File: src/include/pump_lock_defs.svh
/*
  offsets, field positions, reset values and timing counts for the
  pump, lock detect and output configuration register bank.
  assumes: included by bare name from design files.
*/
`ifndef PUMP_LOCK_DEFS_SVH
`define PUMP_LOCK_DEFS_SVH

// register indexes; byte address is four times the index
`define MULTIPLIER_SETTLE_COUNT_OUT_IDX      8'h23
`define LOCK_DETECT_IDX        8'h27
`define PUMP_UP_GAIN_IDX       8'h28
`define STATUS_IDX             8'h30
`define MULTIPLIER_SETTLE_COUNT_OUT_ADDR     12'h08C
`define LOCK_DETECT_ADDR       12'h09C
`define PUMP_UP_GAIN_ADDR      12'h0A0
`define STATUS_ADDR            12'h0C0

// reset values
`define MULTIPLIER_SETTLE_COUNT_OUT_RST      16'h0647
`define LOCK_DETECT_RST        16'h11F0
`define PUMP_UP_GAIN_RST       16'h101C

// field positions
`define PUMP_UP_MSB            12
`define PUMP_UP_LSB            8
`define PUMP_GAIN_MSB          7
`define PUMP_GAIN_LSB          6
`define STATUS_SEL_BIT         3
`define LOCK_EN_BIT            0
`define SETTLE_MSB             13
`define SETTLE_LSB             3
`define AUTOMUTE_BIT           2
`define TX_TYPE_BIT            1
`define RX_TYPE_BIT            0

// pump current step in nanoamps (156.25 uA)
`define PUMP_STEP_NA           32'd156250
// multiplier settle time the count must cover, in ns, and cycles at 100 MHz
`define SETTLE_HINT_NS         20000
`define SETTLE_HINT_CYC        (`SETTLE_HINT_NS / 10)

`endif

File: src/include/pump_lock_pkg.sv
/*
  types shared by the pump, lock detect and output register bank.
  assumes: nothing beyond a SystemVerilog compiler.
*/
package pump_lock_pkg;

  typedef struct packed {
    logic [15:0] multiplier_settle_count_out;
    logic [15:0] lock_detect;
    logic [15:0] pump_up_gain;
  } cfg_regs_s;

  typedef enum logic [1:0] {
    SW_IDLE,
    SW_SETTLE,
    SW_LOCKWAIT
  } switch_state_e;

  typedef struct packed {
    logic        tri_state;
    logic [4:0]  up_code;
    logic [5:0]  base_sum;
    logic [1:0]  gain_code;
    logic [9:0]  scaled_half;
  } pump_ctrl_s;

endpackage

File: src/rtl/settle_counter.sv
/*
  settling counter: counts reference cycles up to a programmed length.
  assumes: start is a one-cycle pulse on the reference clock.
*/
`timescale 1ns/10ps
`default_nettype none
`include "pump_lock_defs.svh"

module settle_counter
  import pump_lock_pkg::*;
(
  // clock and reset
  input  wire logic        core_clk,
  input  wire logic        rst_b,
  // control
  input  wire logic        start,
  input  wire logic [10:0] length,
  // status
  output logic             busy,
  output logic             done
);

  typedef struct packed {
    logic        busy;
    logic        done;
    logic [10:0] count;
  } settle_s;

  settle_s state_reg;
  settle_s state_next;

  // count once per cycle; zero length finishes at once
  always_comb
  begin
    state_next      = state_reg;
    state_next.done = 1'b0;
    if (start)
    begin
      state_next.count = 11'h001;
      if (length == 11'h000)
      begin
        state_next.busy = 1'b0; // [RULE10]
        state_next.done = 1'b1;
      end
      else
      begin
        state_next.busy = 1'b1; // [RULE17]
      end
    end
    else if (state_reg.busy)
    begin
      if (state_reg.count >= length)
      begin
        state_next.busy = 1'b0;
        state_next.done = 1'b1; // [RULE17]
      end
      else
      begin
        state_next.count = state_reg.count + 11'h001;
      end
    end
  end

  // state register
  always_ff @(posedge core_clk)
  begin
    if (!rst_b)
      state_reg <= '0;
    else
      state_reg <= state_next;
  end

  assign busy = state_reg.busy;
  assign done = state_reg.done;

endmodule
`default_nettype wire

File: src/rtl/pump_current_calc.sv
/*
  pump current decode: tri-state flag and scaled current in half steps.
  assumes: codes come straight from configuration flops.
*/
`timescale 1ns/10ps
`default_nettype none
`include "pump_lock_defs.svh"

module pump_current_calc
  import pump_lock_pkg::*;
(
  // clock and reset
  input  wire logic       core_clk,
  input  wire logic       rst_b,
  // codes
  input  wire logic [4:0] up_code,
  input  wire logic [4:0] down_code,
  input  wire logic [1:0] gain_code,
  // result
  output pump_ctrl_s      pump_ctrl
);

  pump_ctrl_s state_reg;
  pump_ctrl_s state_next;
  logic [5:0] base;

  // scaled current = base * gain, in half steps of 156.25 uA
  always_comb
  begin
    base                   = {1'b0, up_code} + {1'b0, down_code};
    state_next             = state_reg;
    state_next.tri_state   = (up_code == 5'h00); // [RULE2]
    state_next.up_code     = up_code;
    state_next.base_sum    = base; // [RULE3]
    state_next.gain_code   = gain_code;
    case (gain_code) // [RULE4]
      2'd0:    state_next.scaled_half = {3'b000, base, 1'b0};
      2'd1:    state_next.scaled_half = {2'b00, base, 2'b00};
      2'd2:    state_next.scaled_half = 10'({3'b000, base, 1'b0})
                                       + 10'({4'b0000, base});
      2'd3:    state_next.scaled_half = 10'({2'b00, base, 2'b00})
                                       + 10'({4'b0000, base});
      default: state_next.scaled_half = '0;
    endcase
  end

  // state register
  always_ff @(posedge core_clk)
  begin
    if (!rst_b)
      state_reg <= '0;
    else
      state_reg <= state_next;
  end

  assign pump_ctrl = state_reg;

endmodule
`default_nettype wire

File: src/rtl/pump_lock_output_cfg_regs.sv
/*
  configuration bank for pump current, status pin, lock detect,
  multiplier settling wait, output automute and output drive type,
  reached over AXI4-Lite.
  assumes: core_clk is the reference input clock; loop_locked,
  switch requests and readback data come from other device logic
  on the same clock, pump_down_current_code from the adjoining bank.
*/
// Register access over AXI4-Lite was left to the implementer.
// Overview of operation
// [RULE1] software writes pump register reserved bits as 0 above, 1Ch below
// [RULE2] pump-up code 12..8 tri-states at zero, 156.25 uA per step
// [RULE3] software keeps pump-down equal to pump-up; base is their sum
// [RULE4] gain bits 7..6 scale base: 1x, 2x, 1.5x, 2.5x
// [RULE5] software writes 11Fh into lock-detect register bits 15..4
// [RULE6] software writes 1 into lock-detect register bits 2..1
// [RULE7] bit 3 picks status pin: readback data or lock detect
// [RULE8] lock detect works only while bit 0 is one
// [RULE9] software writes zero into output register bits 15..14
// [RULE10] settle count 13..3 in reference cycles; zero skips the wait
// [RULE11] software sets settle count to cover 20 us with multiplier on
// [RULE12] every frequency switch includes the settle wait
// [RULE13] automute holds both outputs muted until lock after each event
// [RULE14] lock lost after release does not mute outputs again
// [RULE15] bit 1: transmit output open-drain at zero, push-pull at one
// [RULE16] bit 0: receive output open-drain at zero, push-pull at one
// [RULE17] settle counter starts on switch, counts cycles, flags done
// [RULE18] registers reset to documented values and hold writes
`timescale 1ns/10ps
`default_nettype none
`include "pump_lock_defs.svh"

module pump_lock_output_cfg_regs
  import pump_lock_pkg::*;
(
  // clock and reset
  input  wire logic        core_clk,
  input  wire logic        rst_b,
  // axi4-lite write address
  input  wire logic        s_axi_awvalid,
  output logic             s_axi_awready,
  input  wire logic [11:0] s_axi_awaddr,
  input  wire logic [2:0]  s_axi_awprot,
  // axi4-lite write data
  input  wire logic        s_axi_wvalid,
  output logic             s_axi_wready,
  input  wire logic [31:0] s_axi_wdata,
  input  wire logic [3:0]  s_axi_wstrb,
  // axi4-lite write response
  output logic             s_axi_bvalid,
  input  wire logic        s_axi_bready,
  output logic [1:0]       s_axi_bresp,
  // axi4-lite read address
  input  wire logic        s_axi_arvalid,
  output logic             s_axi_arready,
  input  wire logic [11:0] s_axi_araddr,
  input  wire logic [2:0]  s_axi_arprot,
  // axi4-lite read data
  output logic             s_axi_rvalid,
  input  wire logic        s_axi_rready,
  output logic [31:0]      s_axi_rdata,
  output logic [1:0]       s_axi_rresp,
  // loop events from the synthesizer core
  input  wire logic        init_start,
  input  wire logic        vco_change,
  input  wire logic        profile_switch,
  input  wire logic        loop_locked,
  input  wire logic        readback_data,
  input  wire logic [4:0]  pump_down_current_code,
  // outputs to the analog core
  output pump_ctrl_s       pump_ctrl,
  output logic             status_pin,
  output logic             lock_detect_out,
  output logic             settle_busy,
  output logic             settle_done,
  output logic             output_muted,
  output logic             tx_output_drive_type,
  output logic             rx_output_drive_type
);

  typedef struct packed {
    cfg_regs_s     cfg;
    logic          aw_held;
    logic [11:0]   aw_addr;
    logic          w_held;
    logic [31:0]   w_data;
    logic [3:0]    w_strb;
    logic          bvalid;
    logic [1:0]    bresp;
    logic          rvalid;
    logic [31:0]   rdata;
    logic [1:0]    rresp;
    switch_state_e sw;
    logic          muted;
    logic          armed;
    logic          status;
    logic          lock_out;
  } bank_s;

  bank_s       state_reg;
  bank_s       state_next;
  logic        switch_req;
  logic        settle_start;
  logic        s_busy;
  logic        s_done;
  logic [15:0] wr_mask;
  logic [15:0] wr_val;
  logic        do_write;
  logic        wr_hit;
  logic [31:0] rd_val;
  logic        rd_hit;
  logic        aw_have;
  logic        w_have;
  logic [11:0] aw_sel;
  logic [1:0]  strb_sel;

  // any of the three events begins a frequency switch
  assign switch_req   = init_start | vco_change | profile_switch;
  assign settle_start = switch_req; // [RULE12]

  // settling wait on every switch
  settle_counter u_settle (
    .core_clk (core_clk),
    .rst_b    (rst_b),
    .start    (settle_start),
    .length   (state_reg.cfg.multiplier_settle_count_out[`SETTLE_MSB:`SETTLE_LSB]),
    .busy     (s_busy),
    .done     (s_done)
  );

  // pump current decode
  pump_current_calc u_pump (
    .core_clk  (core_clk),
    .rst_b     (rst_b),
    .up_code   (state_reg.cfg.pump_up_gain[`PUMP_UP_MSB:`PUMP_UP_LSB]),
    .down_code (pump_down_current_code),
    .gain_code (state_reg.cfg.pump_up_gain[`PUMP_GAIN_MSB:`PUMP_GAIN_LSB]),
    .pump_ctrl (pump_ctrl)
  );

  // held half, else the one offered now; never fed back from state_next
  assign aw_have  = state_reg.aw_held | s_axi_awvalid;
  assign w_have   = state_reg.w_held | s_axi_wvalid;
  assign aw_sel   = state_reg.aw_held ? state_reg.aw_addr : s_axi_awaddr;
  assign strb_sel = state_reg.w_held ? state_reg.w_strb[1:0]
                                     : s_axi_wstrb[1:0];
  // write strobes: byte lanes 0 and 1 carry the 16-bit register
  assign wr_mask = {{8{strb_sel[1]}}, {8{strb_sel[0]}}};
  assign wr_val  = state_reg.w_held ? state_reg.w_data[15:0]
                                    : s_axi_wdata[15:0];
  assign do_write = aw_have && w_have && !state_reg.bvalid;
  assign wr_hit = (aw_sel == `MULTIPLIER_SETTLE_COUNT_OUT_ADDR)
                  || (aw_sel == `LOCK_DETECT_ADDR)
                  || (aw_sel == `PUMP_UP_GAIN_ADDR);

  // read decode; status word shows lock state of this block
  always_comb
  begin
    rd_hit = 1'b1;
    rd_val = 32'h0000_0000;
    case (s_axi_araddr)
      `MULTIPLIER_SETTLE_COUNT_OUT_ADDR: rd_val = {16'h0000, state_reg.cfg.multiplier_settle_count_out};
      `LOCK_DETECT_ADDR:   rd_val = {16'h0000, state_reg.cfg.lock_detect};
      `PUMP_UP_GAIN_ADDR:  rd_val = {16'h0000, state_reg.cfg.pump_up_gain};
      `STATUS_ADDR:        rd_val = {27'h000_0000, state_reg.lock_out,
                                     state_reg.muted, s_busy,
                                     state_reg.sw == SW_LOCKWAIT,
                                     pump_ctrl.tri_state};
      default:             rd_hit = 1'b0;
    endcase
  end

  // bus channels, configuration and mute sequencing
  always_comb
  begin
    state_next = state_reg;
    // capture address and data in either order
    if (s_axi_awvalid && !state_reg.aw_held)
    begin
      state_next.aw_held = 1'b1;
      state_next.aw_addr = s_axi_awaddr;
    end
    if (s_axi_wvalid && !state_reg.w_held)
    begin
      state_next.w_held = 1'b1;
      state_next.w_data = s_axi_wdata;
      state_next.w_strb = s_axi_wstrb;
    end
    if (state_reg.bvalid && s_axi_bready)
      state_next.bvalid = 1'b0;
    // write completes once both halves are held or offered, with no response pending
    if (do_write)
    begin
      state_next.aw_held = 1'b0;
      state_next.w_held  = 1'b0;
      state_next.bvalid  = 1'b1;
      state_next.bresp   = wr_hit ? 2'b00 : 2'b10;
      case (aw_sel) // [RULE18]
        `MULTIPLIER_SETTLE_COUNT_OUT_ADDR:
          state_next.cfg.multiplier_settle_count_out = (state_reg.cfg.multiplier_settle_count_out
                                          & ~wr_mask) | (wr_val & wr_mask);
        `LOCK_DETECT_ADDR:
          state_next.cfg.lock_detect = (state_reg.cfg.lock_detect
                                        & ~wr_mask) | (wr_val & wr_mask);
        `PUMP_UP_GAIN_ADDR:
          state_next.cfg.pump_up_gain = (state_reg.cfg.pump_up_gain
                                         & ~wr_mask) | (wr_val & wr_mask);
        default: ;
      endcase
    end
    // read answer one cycle after the address is taken
    if (state_reg.rvalid && s_axi_rready)
      state_next.rvalid = 1'b0;
    if (s_axi_arvalid && !state_reg.rvalid)
    begin
      state_next.rvalid = 1'b1;
      state_next.rdata  = rd_val;
      state_next.rresp  = rd_hit ? 2'b00 : 2'b10;
    end

    // lock detect output gated by its enable
    state_next.lock_out = state_reg.cfg.lock_detect[`LOCK_EN_BIT]
                          & loop_locked; // [RULE8]
    // status pin source select
    state_next.status = state_reg.cfg.lock_detect[`STATUS_SEL_BIT]
                        ? state_next.lock_out : readback_data; // [RULE7]

    // switch sequence: settle wait, then wait for lock
    case (state_reg.sw)
      SW_IDLE:
        if (switch_req)
          state_next.sw = SW_SETTLE;
      SW_SETTLE:
        if (s_done)
          state_next.sw = SW_LOCKWAIT;
      SW_LOCKWAIT:
        if (switch_req)
          state_next.sw = SW_SETTLE;
        else if (loop_locked)
          state_next.sw = SW_IDLE;
      default:
        state_next.sw = SW_IDLE;
    endcase
    // mute on each event while automute set, release at lock
    if (switch_req)
    begin
      state_next.armed = 1'b1;
      state_next.muted = state_reg.cfg.multiplier_settle_count_out[`AUTOMUTE_BIT];
    end
    else if (state_reg.sw == SW_LOCKWAIT && loop_locked)
    begin
      state_next.armed = 1'b0;
      state_next.muted = 1'b0; // [RULE13]
    end
    else if (!state_reg.armed)
    begin
      state_next.muted = 1'b0; // [RULE14]
    end
    if (!state_reg.cfg.multiplier_settle_count_out[`AUTOMUTE_BIT])
      state_next.muted = 1'b0;
  end

  // state register
  always_ff @(posedge core_clk)
  begin
    if (!rst_b)
    begin
      state_reg                  <= '0;
      state_reg.cfg.multiplier_settle_count_out <= `MULTIPLIER_SETTLE_COUNT_OUT_RST; // [RULE18]
      state_reg.cfg.lock_detect  <= `LOCK_DETECT_RST;
      state_reg.cfg.pump_up_gain <= `PUMP_UP_GAIN_RST;
      state_reg.sw               <= SW_IDLE;
    end
    else
    begin
      state_reg <= state_next;
    end
  end

  // bus outputs
  assign s_axi_awready = !state_reg.aw_held;
  assign s_axi_wready  = !state_reg.w_held;
  assign s_axi_bvalid  = state_reg.bvalid;
  assign s_axi_bresp   = state_reg.bresp;
  assign s_axi_arready = !state_reg.rvalid;
  assign s_axi_rvalid  = state_reg.rvalid;
  assign s_axi_rdata   = state_reg.rdata;
  assign s_axi_rresp   = state_reg.rresp;

  // block outputs
  assign status_pin           = state_reg.status;
  assign lock_detect_out      = state_reg.lock_out;
  assign settle_busy          = s_busy;
  assign settle_done          = s_done;
  assign output_muted         = state_reg.muted;
  assign tx_output_drive_type =
    state_reg.cfg.multiplier_settle_count_out[`TX_TYPE_BIT]; // [RULE15]
  assign rx_output_drive_type =
    state_reg.cfg.multiplier_settle_count_out[`RX_TYPE_BIT]; // [RULE16]

endmodule
`default_nettype wire

File: config.mk
export PLATFORM = sky130hd
export DESIGN_NAME = pump_lock_output_cfg_regs
export DESIGN_NICKNAME = d
export VERILOG_FILES = /design/src/include/pump_lock_pkg.sv /design/src/rtl/settle_counter.sv /design/src/rtl/pump_current_calc.sv /design/src/rtl/pump_lock_output_cfg_regs.sv
export VERILOG_INCLUDE_DIRS = /design/src /design/src/include
export SDC_FILE = /design/constraint.sdc
export NUM_CORES = 1
export LEC_CHECK = 0
export ABC_AREA = 1
export ABC_CLOCK_PERIOD_IN_PS = 3680
export CAP_MARGIN = 20
export CORE_AREA = 2 2 148 150
export DETAILED_ROUTE_END_ITERATION = 16
export DIE_AREA = 0 0 150 152
export DONT_BUFFER_PORTS = 1
export SYNTH_ARGS = -nofsm -noshare
export SYNTH_HDL_FRONTEND = slang
export SYNTH_HIERARCHICAL = 1
export SYNTH_SLANG_ARGS = --single-unit
export TNS_END_PERCENT = 100
File: constraint.sdc
create_clock -name core_clk -period 3.68 [get_ports core_clk]
set_input_delay 0 -clock core_clk [delete_from_list [all_inputs] [get_ports core_clk]]
set_output_delay 0 -clock core_clk [all_outputs]
set_load 0.005 [all_outputs]
==> flow_summary.yaml, run 1 <==
synthesis:
  gate_count_of_the_mapped_netlist: 1120
  syn_avg_cell_area_sq_um: 6.86
  synth-edff-count: 0
  synth_seq_area_share_pct: 37.0
  synth.lib_cells_used.distinct: 45
  synth-warning-count: 6
  synthArstFlopShare_pct: 0
  netlist_area_sq_um: 7680
  ys_seq_elements: 142
  synth_flop_cell: "sky130_fd_sc_hd__dfxtp_1"
detailed_routing:
  detail_route.wirelength_mm: 19.6
  avgRoutedWirePerCell_microns: 13.8
  dr.first_iter.drc_count: 492
  detail_route.first_pass.iterations: 4
  drcViolationCount: 0
  detail-route-antenna-nets: 0
  detail_route.vias_per_cell: 4.77
  vias: 6783
critical_path:
  worst-r2r-setup-slack_ns: 0.74
  critical_path_required_ns: 4.03
  cp.arrival_ns: 3.29
  critical_path.startpoint_type: "flip-flop"
  cp.buffers_inverters: 3
  crit_chain: "ha_1, fa_1, xnor2_1, inv_2, ha_1, fa_1, inv_1, nor2_1, o21ai_1, inv_1, nand2_1, nand3_2, a21oi_2"
  critical-path-top-delay-family: "adder cells"
  category_of_the_most_critical_setup_path: "flip-flop to flip-flop"
  critical_path.max_fanout: 5
  reg2reg_depth: 13
  rr_endpoint: "u_pump/pump_ctrl[6]"
  crit_slowest_cell: "sky130_fd_sc_hd__fa_1"
  end_kind: "flip-flop"
  slowest_delay_ns: 0.42
power:
  switching_share_pct: 25.2
  p_int_w: 0.00266
  vdd_ir_drop_max_uv: 305
  power_leakage_nw: 3.98
  power_density_nw_per_um2: 411
  share_clk_of_total_power_pct: 44.7
  seq_power_share_pct: 45.3
  power_share_of_the_combinational_group_pct: 10.1
  switching_power_w: 0.000898
cts:
  clk_root_buffer_cell: "sky130_fd_sc_hd__clkbuf_16"
  cts_tree: "yes"
  clock-sinks: 142
  max-clock-path-buffers: 2
  postCtsSetupBuffers: 0
  cts_buf_count: 17
  clock_latency_at_the_later_pin_of_the_worst_skew_pair_ns: 0.42
  cts.reportedPaths.clkPinSlew_ns: 0.06
  htree_levels: 4
timing:
  hold_violations: 0
  timing.final.setup_violations: 0
  unrepaired_setup_endpoints_after_global_routing: "false"
  post-route-min-period_ns: 2.94
  timing.slew.headroom_pct: 34.1
  final_setup_skew_ns: 0.0112
  drv_slew: 0
  achievable-frequency_mhz: 341
  setup_total_negative_slack_ns: 0
  worst_slew_pin_slew_ns: 0.987
  period_share_pct: 79.8
  final.hold.worst_slack_ns: 0.0357
global_route:
  grt_max_degree: 72
  wire_length_of_the_first_global_routing_pass_mm: 31.8
  groute.usage.overall_pct: 17.4
  grt_pass1_vias: 6224
  grt_remaining_overflow: 0
  antenna_found_initial: 0
finish:
  commonest_cells_after_routing_fill_and_taps_aside: "sky130_fd_sc_hd__nand2_1, sky130_fd_sc_hd__inv_1, sky130_fd_sc_hd__dfxtp_1"
  filler_cell_count: 2288
  antenna_cells_inserted: 0
  finalNetCount: 1243
  drive_gt1_share_pct: 6.13
  layout.cells.most_common: "sky130_fd_sc_hd__nand2_1"
  layout-area-overhead-vs-synth_pct: 12.7
floorplanning:
  start_util_pct: 36.0
  ioPinCount: 155
  number_of_standard_cell_rows_in_the_floorplan: 54
  dieHeight_microns: 152
  coreArea_sq_um: 21400
  fp.dieArea_sq_um: 22800
  die_w_microns: 150
placed_design:
  place.gp.congestion: 0.826
  port-buffer-count: 0
  dpl.hpwl_mm: 13.6
run:
  maxCapViolCount: 0
hold_path:
  min_path_cells: 4
  min-delay-path-class: "input pin to flip-flop"
  worstHoldStart: "s_axi_wdata[12]"
status:
  outcome: "completed"
## worst max path at each step
stage                         start  depth (start not counted)             endpoint  slack [ns]
after floorplan           flip-flop                         13  u_pump/pump_ctrl[6]        1.02
after global placement    flip-flop                         13  u_pump/pump_ctrl[6]        0.79
after detailed placement  flip-flop                         13  u_pump/pump_ctrl[6]        0.77
after CTS                 flip-flop                         13  u_pump/pump_ctrl[6]        0.74
after global routing      flip-flop                         13  u_pump/pump_ctrl[6]        0.52
final                     flip-flop                         13  u_pump/pump_ctrl[6]        0.74
## cell families after synthesis
| group | Yosys count | synth area share (%) |
|---|---|---|
| DFF | 142 | 37.0 |
| adders and majority gates | 30 | 5.18 |
| AOI/OAI and AO/OA | 185 | 13.1 |
| other | 2 | 0.0978 |
| and+or+nand+nor | 511 | 28.8 |
| buffers and inverters | 239 | 14.5 |
| xor gates and xnor gates | 11 | 1.25 |
## metrics by stage
stage | area (sq um) | power [W] | std cells | utilization [%] | setup slack, ns
2_1_floorplan | 7750 | 0.00190 | 1137 | - | 1.02
3_3_place_gp | 7650 | 0.00194 | 1346 | 35.9 | 0.785
3_5_place_dp | 7650 | 0.00195 | 1346 | 35.9 | 0.772
4_1_cts | 8660 | 0.00360 | 1421 | 40.5 | 0.745
5_1_grt | 8660 | 0.00372 | 1421 | 40.5 | 0.522
6_report | 8660 | 0.00356 | 1421 | 40.5 | 0.744
## routing by layer
layer	global-route usage (%)	vias to the layer above	wire length, microns
met5	0	-	0
met2	26.1	203	8300
met1	24.9	3044	9570
li1	-	3524	-
met3	4.65	12	1590
met4	3.95	0	150
## worst min-delay path, delay by kind of cell
kind             cells  cell delay (ns)
AO/OA/AOI/OAI        1             0.20
AND/OR/NAND/NOR      3             0.22
## cells in the mapped netlist, types with 4 or more instances
library cell	n	area, sq um
sky130_fd_sc_hd__a21oi_1	84	420
sky130_fd_sc_hd__and2_1	4	25.0
sky130_fd_sc_hd__buf_2	14	70.1
sky130_fd_sc_hd__buf_4	38	285
sky130_fd_sc_hd__buf_6	7	78.8
sky130_fd_sc_hd__clkbuf_1	21	78.8
sky130_fd_sc_hd__dfxtp_1	142	2840
sky130_fd_sc_hd__ha_1	27	338
sky130_fd_sc_hd__inv_1	152	571
sky130_fd_sc_hd__nand2_1	270	1010
sky130_fd_sc_hd__nand2_2	6	37.5
sky130_fd_sc_hd__nand3_1	73	365
sky130_fd_sc_hd__nand4_1	23	144
sky130_fd_sc_hd__nor2_1	107	402
sky130_fd_sc_hd__nor2_2	11	68.8
sky130_fd_sc_hd__o21ai_0	73	365
sky130_fd_sc_hd__o21bai_1	14	105
sky130_fd_sc_hd__xnor2_1	5	43.8
sky130_fd_sc_hd__xor2_1	6	52.6
## power by group through the flow
| stage | Clock [W] | Combinational (W) | Sequential (W) |
|---|---|---|---|
| CTS | 0.00163 | 0.000358 | 0.00161 |
| global placement | 0 | 0.000297 | 0.00164 |
| detailed placement | 0 | 0.000300 | 0.00165 |
| floorplan | 0 | 0.000264 | 0.00164 |
| finish | 0.00159 | 0.000359 | 0.00161 |
| global route | 0.00170 | 0.000406 | 0.00162 |
## final cells by class
type,instances,area (sq um),share of cell area [%]
Clock buffer,24,472,5.45
Clock inverter,6,62.6,0.723
Inverter,158,601,6.94
Multi-Input combinational cell,756,3790,43.7
Sequential cell,142,2840,32.8
Tap cell,280,350,4.05
Timing Repair Buffer,55,543,6.27
## what timing repair did
item                      4_1_cts  5_1_grt
hold buffers                   45        0
hold endpoints to repair      123        0
gates resized for setup         0        0
Note: power is estimated with default switching activity, not from simulation.
==> inputs of run 2 (changes only) <==
- ABC_AREA: 1 -> 0
- ABC_CLOCK_PERIOD_IN_PS: 3680 -> 2400
- CORE_AREA: 2 2 148 150 -> 2 2 147 149
- DIE_AREA: 0 0 150 152 -> 0 0 149 151
- clock period: 3.68 -> 2.4 ns (I/O delays scaled with it)
==> flow_summary.yaml, run 2 <==
status:
  outcome: "finished with violations"
  violations: "negative setup slack"
critical_path:
  cp.arrival_ns: 2.84
  worst-r2r-setup-slack_ns: -0.09
  end_kind: "flip-flop"
  category_of_the_most_critical_setup_path: "flip-flop to flip-flop"
  critical_path.startpoint_type: "flip-flop"
  critical_path_required_ns: 2.76
  critical_path.max_fanout: 4
timing:
  timing.final.ws_setup_ns: -0.0893
  timing.slew.headroom_pct: 44.0
  unrepaired_setup_endpoints_after_global_routing: "true"
  achievable-frequency_mhz: 402
  worst_slew_pin_slew_ns: 0.838
  post-route-min-period_ns: 2.49
  period_share_pct: 104
  timing.final.setup_violations: 3
  hold_violations: 0
  drv_slew: 0
  final_setup_skew_ns: 0.0152
synthesis:
  synth-edff-count: 0
  gate_count_of_the_mapped_netlist: 872
  synth_largest_type_area_fraction_pct: 37.5
  synth-warning-count: 6
  ys_seq_elements: 142
  synthArstFlopShare_pct: 0
  post_synth_main_area_contributors: "sky130_fd_sc_hd__dfxtp_1, sky130_fd_sc_hd__mux2i_1, sky130_fd_sc_hd__nand2_1, sky130_fd_sc_hd__a21oi_1, sky130_fd_sc_hd__ha_1"
  synth_seq_area_share_pct: 37.5
  synth_top_cell_by_area: "sky130_fd_sc_hd__dfxtp_1"
  netlist_area_sq_um: 7570
  synth_flop_cell: "sky130_fd_sc_hd__dfxtp_1"
  syn_avg_cell_area_sq_um: 8.69
  netlist_top_cells_count: "sky130_fd_sc_hd__dfxtp_1, sky130_fd_sc_hd__nand2_1, sky130_fd_sc_hd__a21oi_1, sky130_fd_sc_hd__mux2i_1, sky130_fd_sc_hd__nor2_1"
  synth.lib_cells_used.distinct: 71
  yosysMostFrequentCell: "sky130_fd_sc_hd__dfxtp_1"
floorplanning:
  number_of_standard_cell_rows_in_the_floorplan: 53
  dieHeight_microns: 151
  fp.dieArea_sq_um: 22500
  start_util_pct: 36.4
  ioPinCount: 155
  die_w_microns: 149
  coreArea_sq_um: 20800
power:
  p_int_w: 0.00440
  switching_share_pct: 25.3
  finalPower_w: 0.00588
  seq_power_share_pct: 41.7
  vdd_ir_drop_max_uv: 419
  power_leakage_nw: 3.68
  power_density_nw_per_um2: 629
  switching_power_w: 0.00149
  share_clk_of_total_power_pct: 47.5
  power_share_of_the_combinational_group_pct: 10.8
finish:
  commonest_cells_after_routing_fill_and_taps_aside: "sky130_fd_sc_hd__dfxtp_1, sky130_fd_sc_hd__nand2_1, sky130_fd_sc_hd__a21oi_1"
  antenna_cells_inserted: 0
  layout-area-overhead-vs-synth_pct: 23.5
  finalNetCount: 1048
  stdcell_count: 1222
  drive_gt1_share_pct: 18.4
  layout.cells.most_common: "sky130_fd_sc_hd__dfxtp_1"
detailed_routing:
  detail_route.wirelength_mm: 20.2
  avgRoutedWirePerCell_microns: 16.6
  detail_route.vias_per_cell: 5.18
  drcViolationCount: 0
  detail-route-antenna-nets: 0
  vias: 6330
  detail_route.first_pass.iterations: 5
  dr.first_iter.drc_count: 391
cts:
  clock_latency_at_the_later_pin_of_the_worst_skew_pair_ns: 0.44
  cts_buf_count: 17
  max-clock-path-buffers: 2
  htree_levels: 4
  clk_root_buffer_cell: "sky130_fd_sc_hd__clkbuf_16"
  cts.reportedPaths.clkPinSlew_ns: 0.06
  clock-sinks: 142
  cts_tree: "yes"
global_route:
  antenna_found_initial: 0
  grt_pass1_vias: 6123
  wire_length_of_the_first_global_routing_pass_mm: 31.8
  grt_remaining_overflow: 0
  grt_max_degree: 86
  groute.usage.overall_pct: 18.0
placed_design:
  port-buffer-count: 0
  dpl.hpwl_mm: 14.1
  dp_cells: 1126
  dpl_worst_slack_ns: -0.110
  place.gp.congestion: 0.816
hold_path:
  min-delay-path-class: "input pin to flip-flop"
  worstHoldStart: "s_axi_wdata[13]"
run:
  maxCapViolCount: 0
run 2: cell count changes after synthesis, moves of 11 or more:
| cell | delta |
|---|---|
| sky130_fd_sc_hd__a211o_1 | +18 |
| sky130_fd_sc_hd__and2_1 | +12 |
| sky130_fd_sc_hd__clkbuf_1 | +17 |
| sky130_fd_sc_hd__inv_1 | -121 |
| sky130_fd_sc_hd__mux2_2 | +30 |
| sky130_fd_sc_hd__mux2i_1 | +54 |
| sky130_fd_sc_hd__nand2_1 | -132 |
| sky130_fd_sc_hd__nand3_1 | -33 |
| sky130_fd_sc_hd__nand4_1 | -17 |
| sky130_fd_sc_hd__nor2_1 | -63 |
| sky130_fd_sc_hd__nor2_2 | -11 |
| sky130_fd_sc_hd__o21ai_0 | -62 |
| sky130_fd_sc_hd__o21bai_1 | -14 |
run 2: metrics by stage:
stage / utilization (%) / cell area [sq um] / TNS (ns) / hold slack, ns
floorplan: - / 7690 / -0.0421 / 0.0990
global placement: 38.0 / 7910 / -0.155 / 0.106
detailed placement: 38.0 / 7910 / -0.310 / 0.107
CTS: 44.2 / 9200 / -0.0112 / 0.00199
global route: 44.9 / 9350 / -0.541 / 0.0168
finish: 44.9 / 9350 / -0.167 / 0.0261
run 2: path summary, 6_finish.rpt:
path / endpoint / cells past startpoint
worst max register to register: u_pump/pump_ctrl[6] / 10
worst min-delay path: flip-flop / 3
worst max-delay path: u_pump/pump_ctrl[6] / 10
worst min register to register: state_reg[92] / 2
run 2: metal layers:
metal  GRT usage (%)  wire length (microns)  part of all wire (%)
met1            22.6                   9030                    45
met2            30.3                   9970                    49
met3            4.43                    844                   4.2
met4            6.48                    398                   2.0
met5               0                      0                     0
run 2: layout make-up:
cell class | count | area, sq um
flip-flops and latches | 142 | 2850
clock inverters | 12 | 156
fillers | 2030 | 11500
inverters | 32 | 120
repair buffers | 111 | 1010
multi-input cells | 631 | 4420
clock buffers | 19 | 453
well taps | 275 | 344
run 2: cell families after synthesis:
logic type,share of synthesized area [%]
simple gates,21.9
flops,37.5
compound gates,14.9
xor+xnor,0.809
other cells,0.0991
mux,11.8
buf+inv,7.70
fa+ha+maj,5.25
run 2: power by group through the flow:
| stage | logic (W) | clock network (W) | registers (W) |
|---|---|---|---|
| 2_1_floorplan | 0.000409 | 0 | 0.00250 |
| 3_3_place_gp | 0.000474 | 0 | 0.00251 |
| 3_5_place_dp | 0.000478 | 0 | 0.00251 |
| 4_1_cts | 0.000604 | 0.00283 | 0.00246 |
| 5_1_grt | 0.000699 | 0.00293 | 0.00246 |
| 6_report | 0.000635 | 0.00279 | 0.00245 |
run 2: repair_timing:
| action | 4_1_cts | 5_1_grt |
|---|---|---|
| setup endpoints to repair | 5 | 12 |
| pin swaps | 7 | 14 |
| cloned | 0 | 0 |
| setup buffers | 1 | 6 |
| gates resized for setup | 11 | 24 |
| hold buffers | 59 | 0 |
| hold endpoints to repair | 130 | 0 |
run 2: critical path, cell delays in order (launching register included):
cell	delay, ns
sky130_fd_sc_hd__dfxtp_2	0.33
sky130_fd_sc_hd__ha_4	0.16
sky130_fd_sc_hd__fa_2	0.42
sky130_fd_sc_hd__xor2_4	0.22
sky130_fd_sc_hd__ha_2	0.20
sky130_fd_sc_hd__fa_2	0.38
sky130_fd_sc_hd__a21o_1	0.19
sky130_fd_sc_hd__a21oi_2	0.16
sky130_fd_sc_hd__nor2_1	0.08
sky130_fd_sc_hd__xnor2_1	0.13
sky130_fd_sc_hd__o22ai_1	0.15
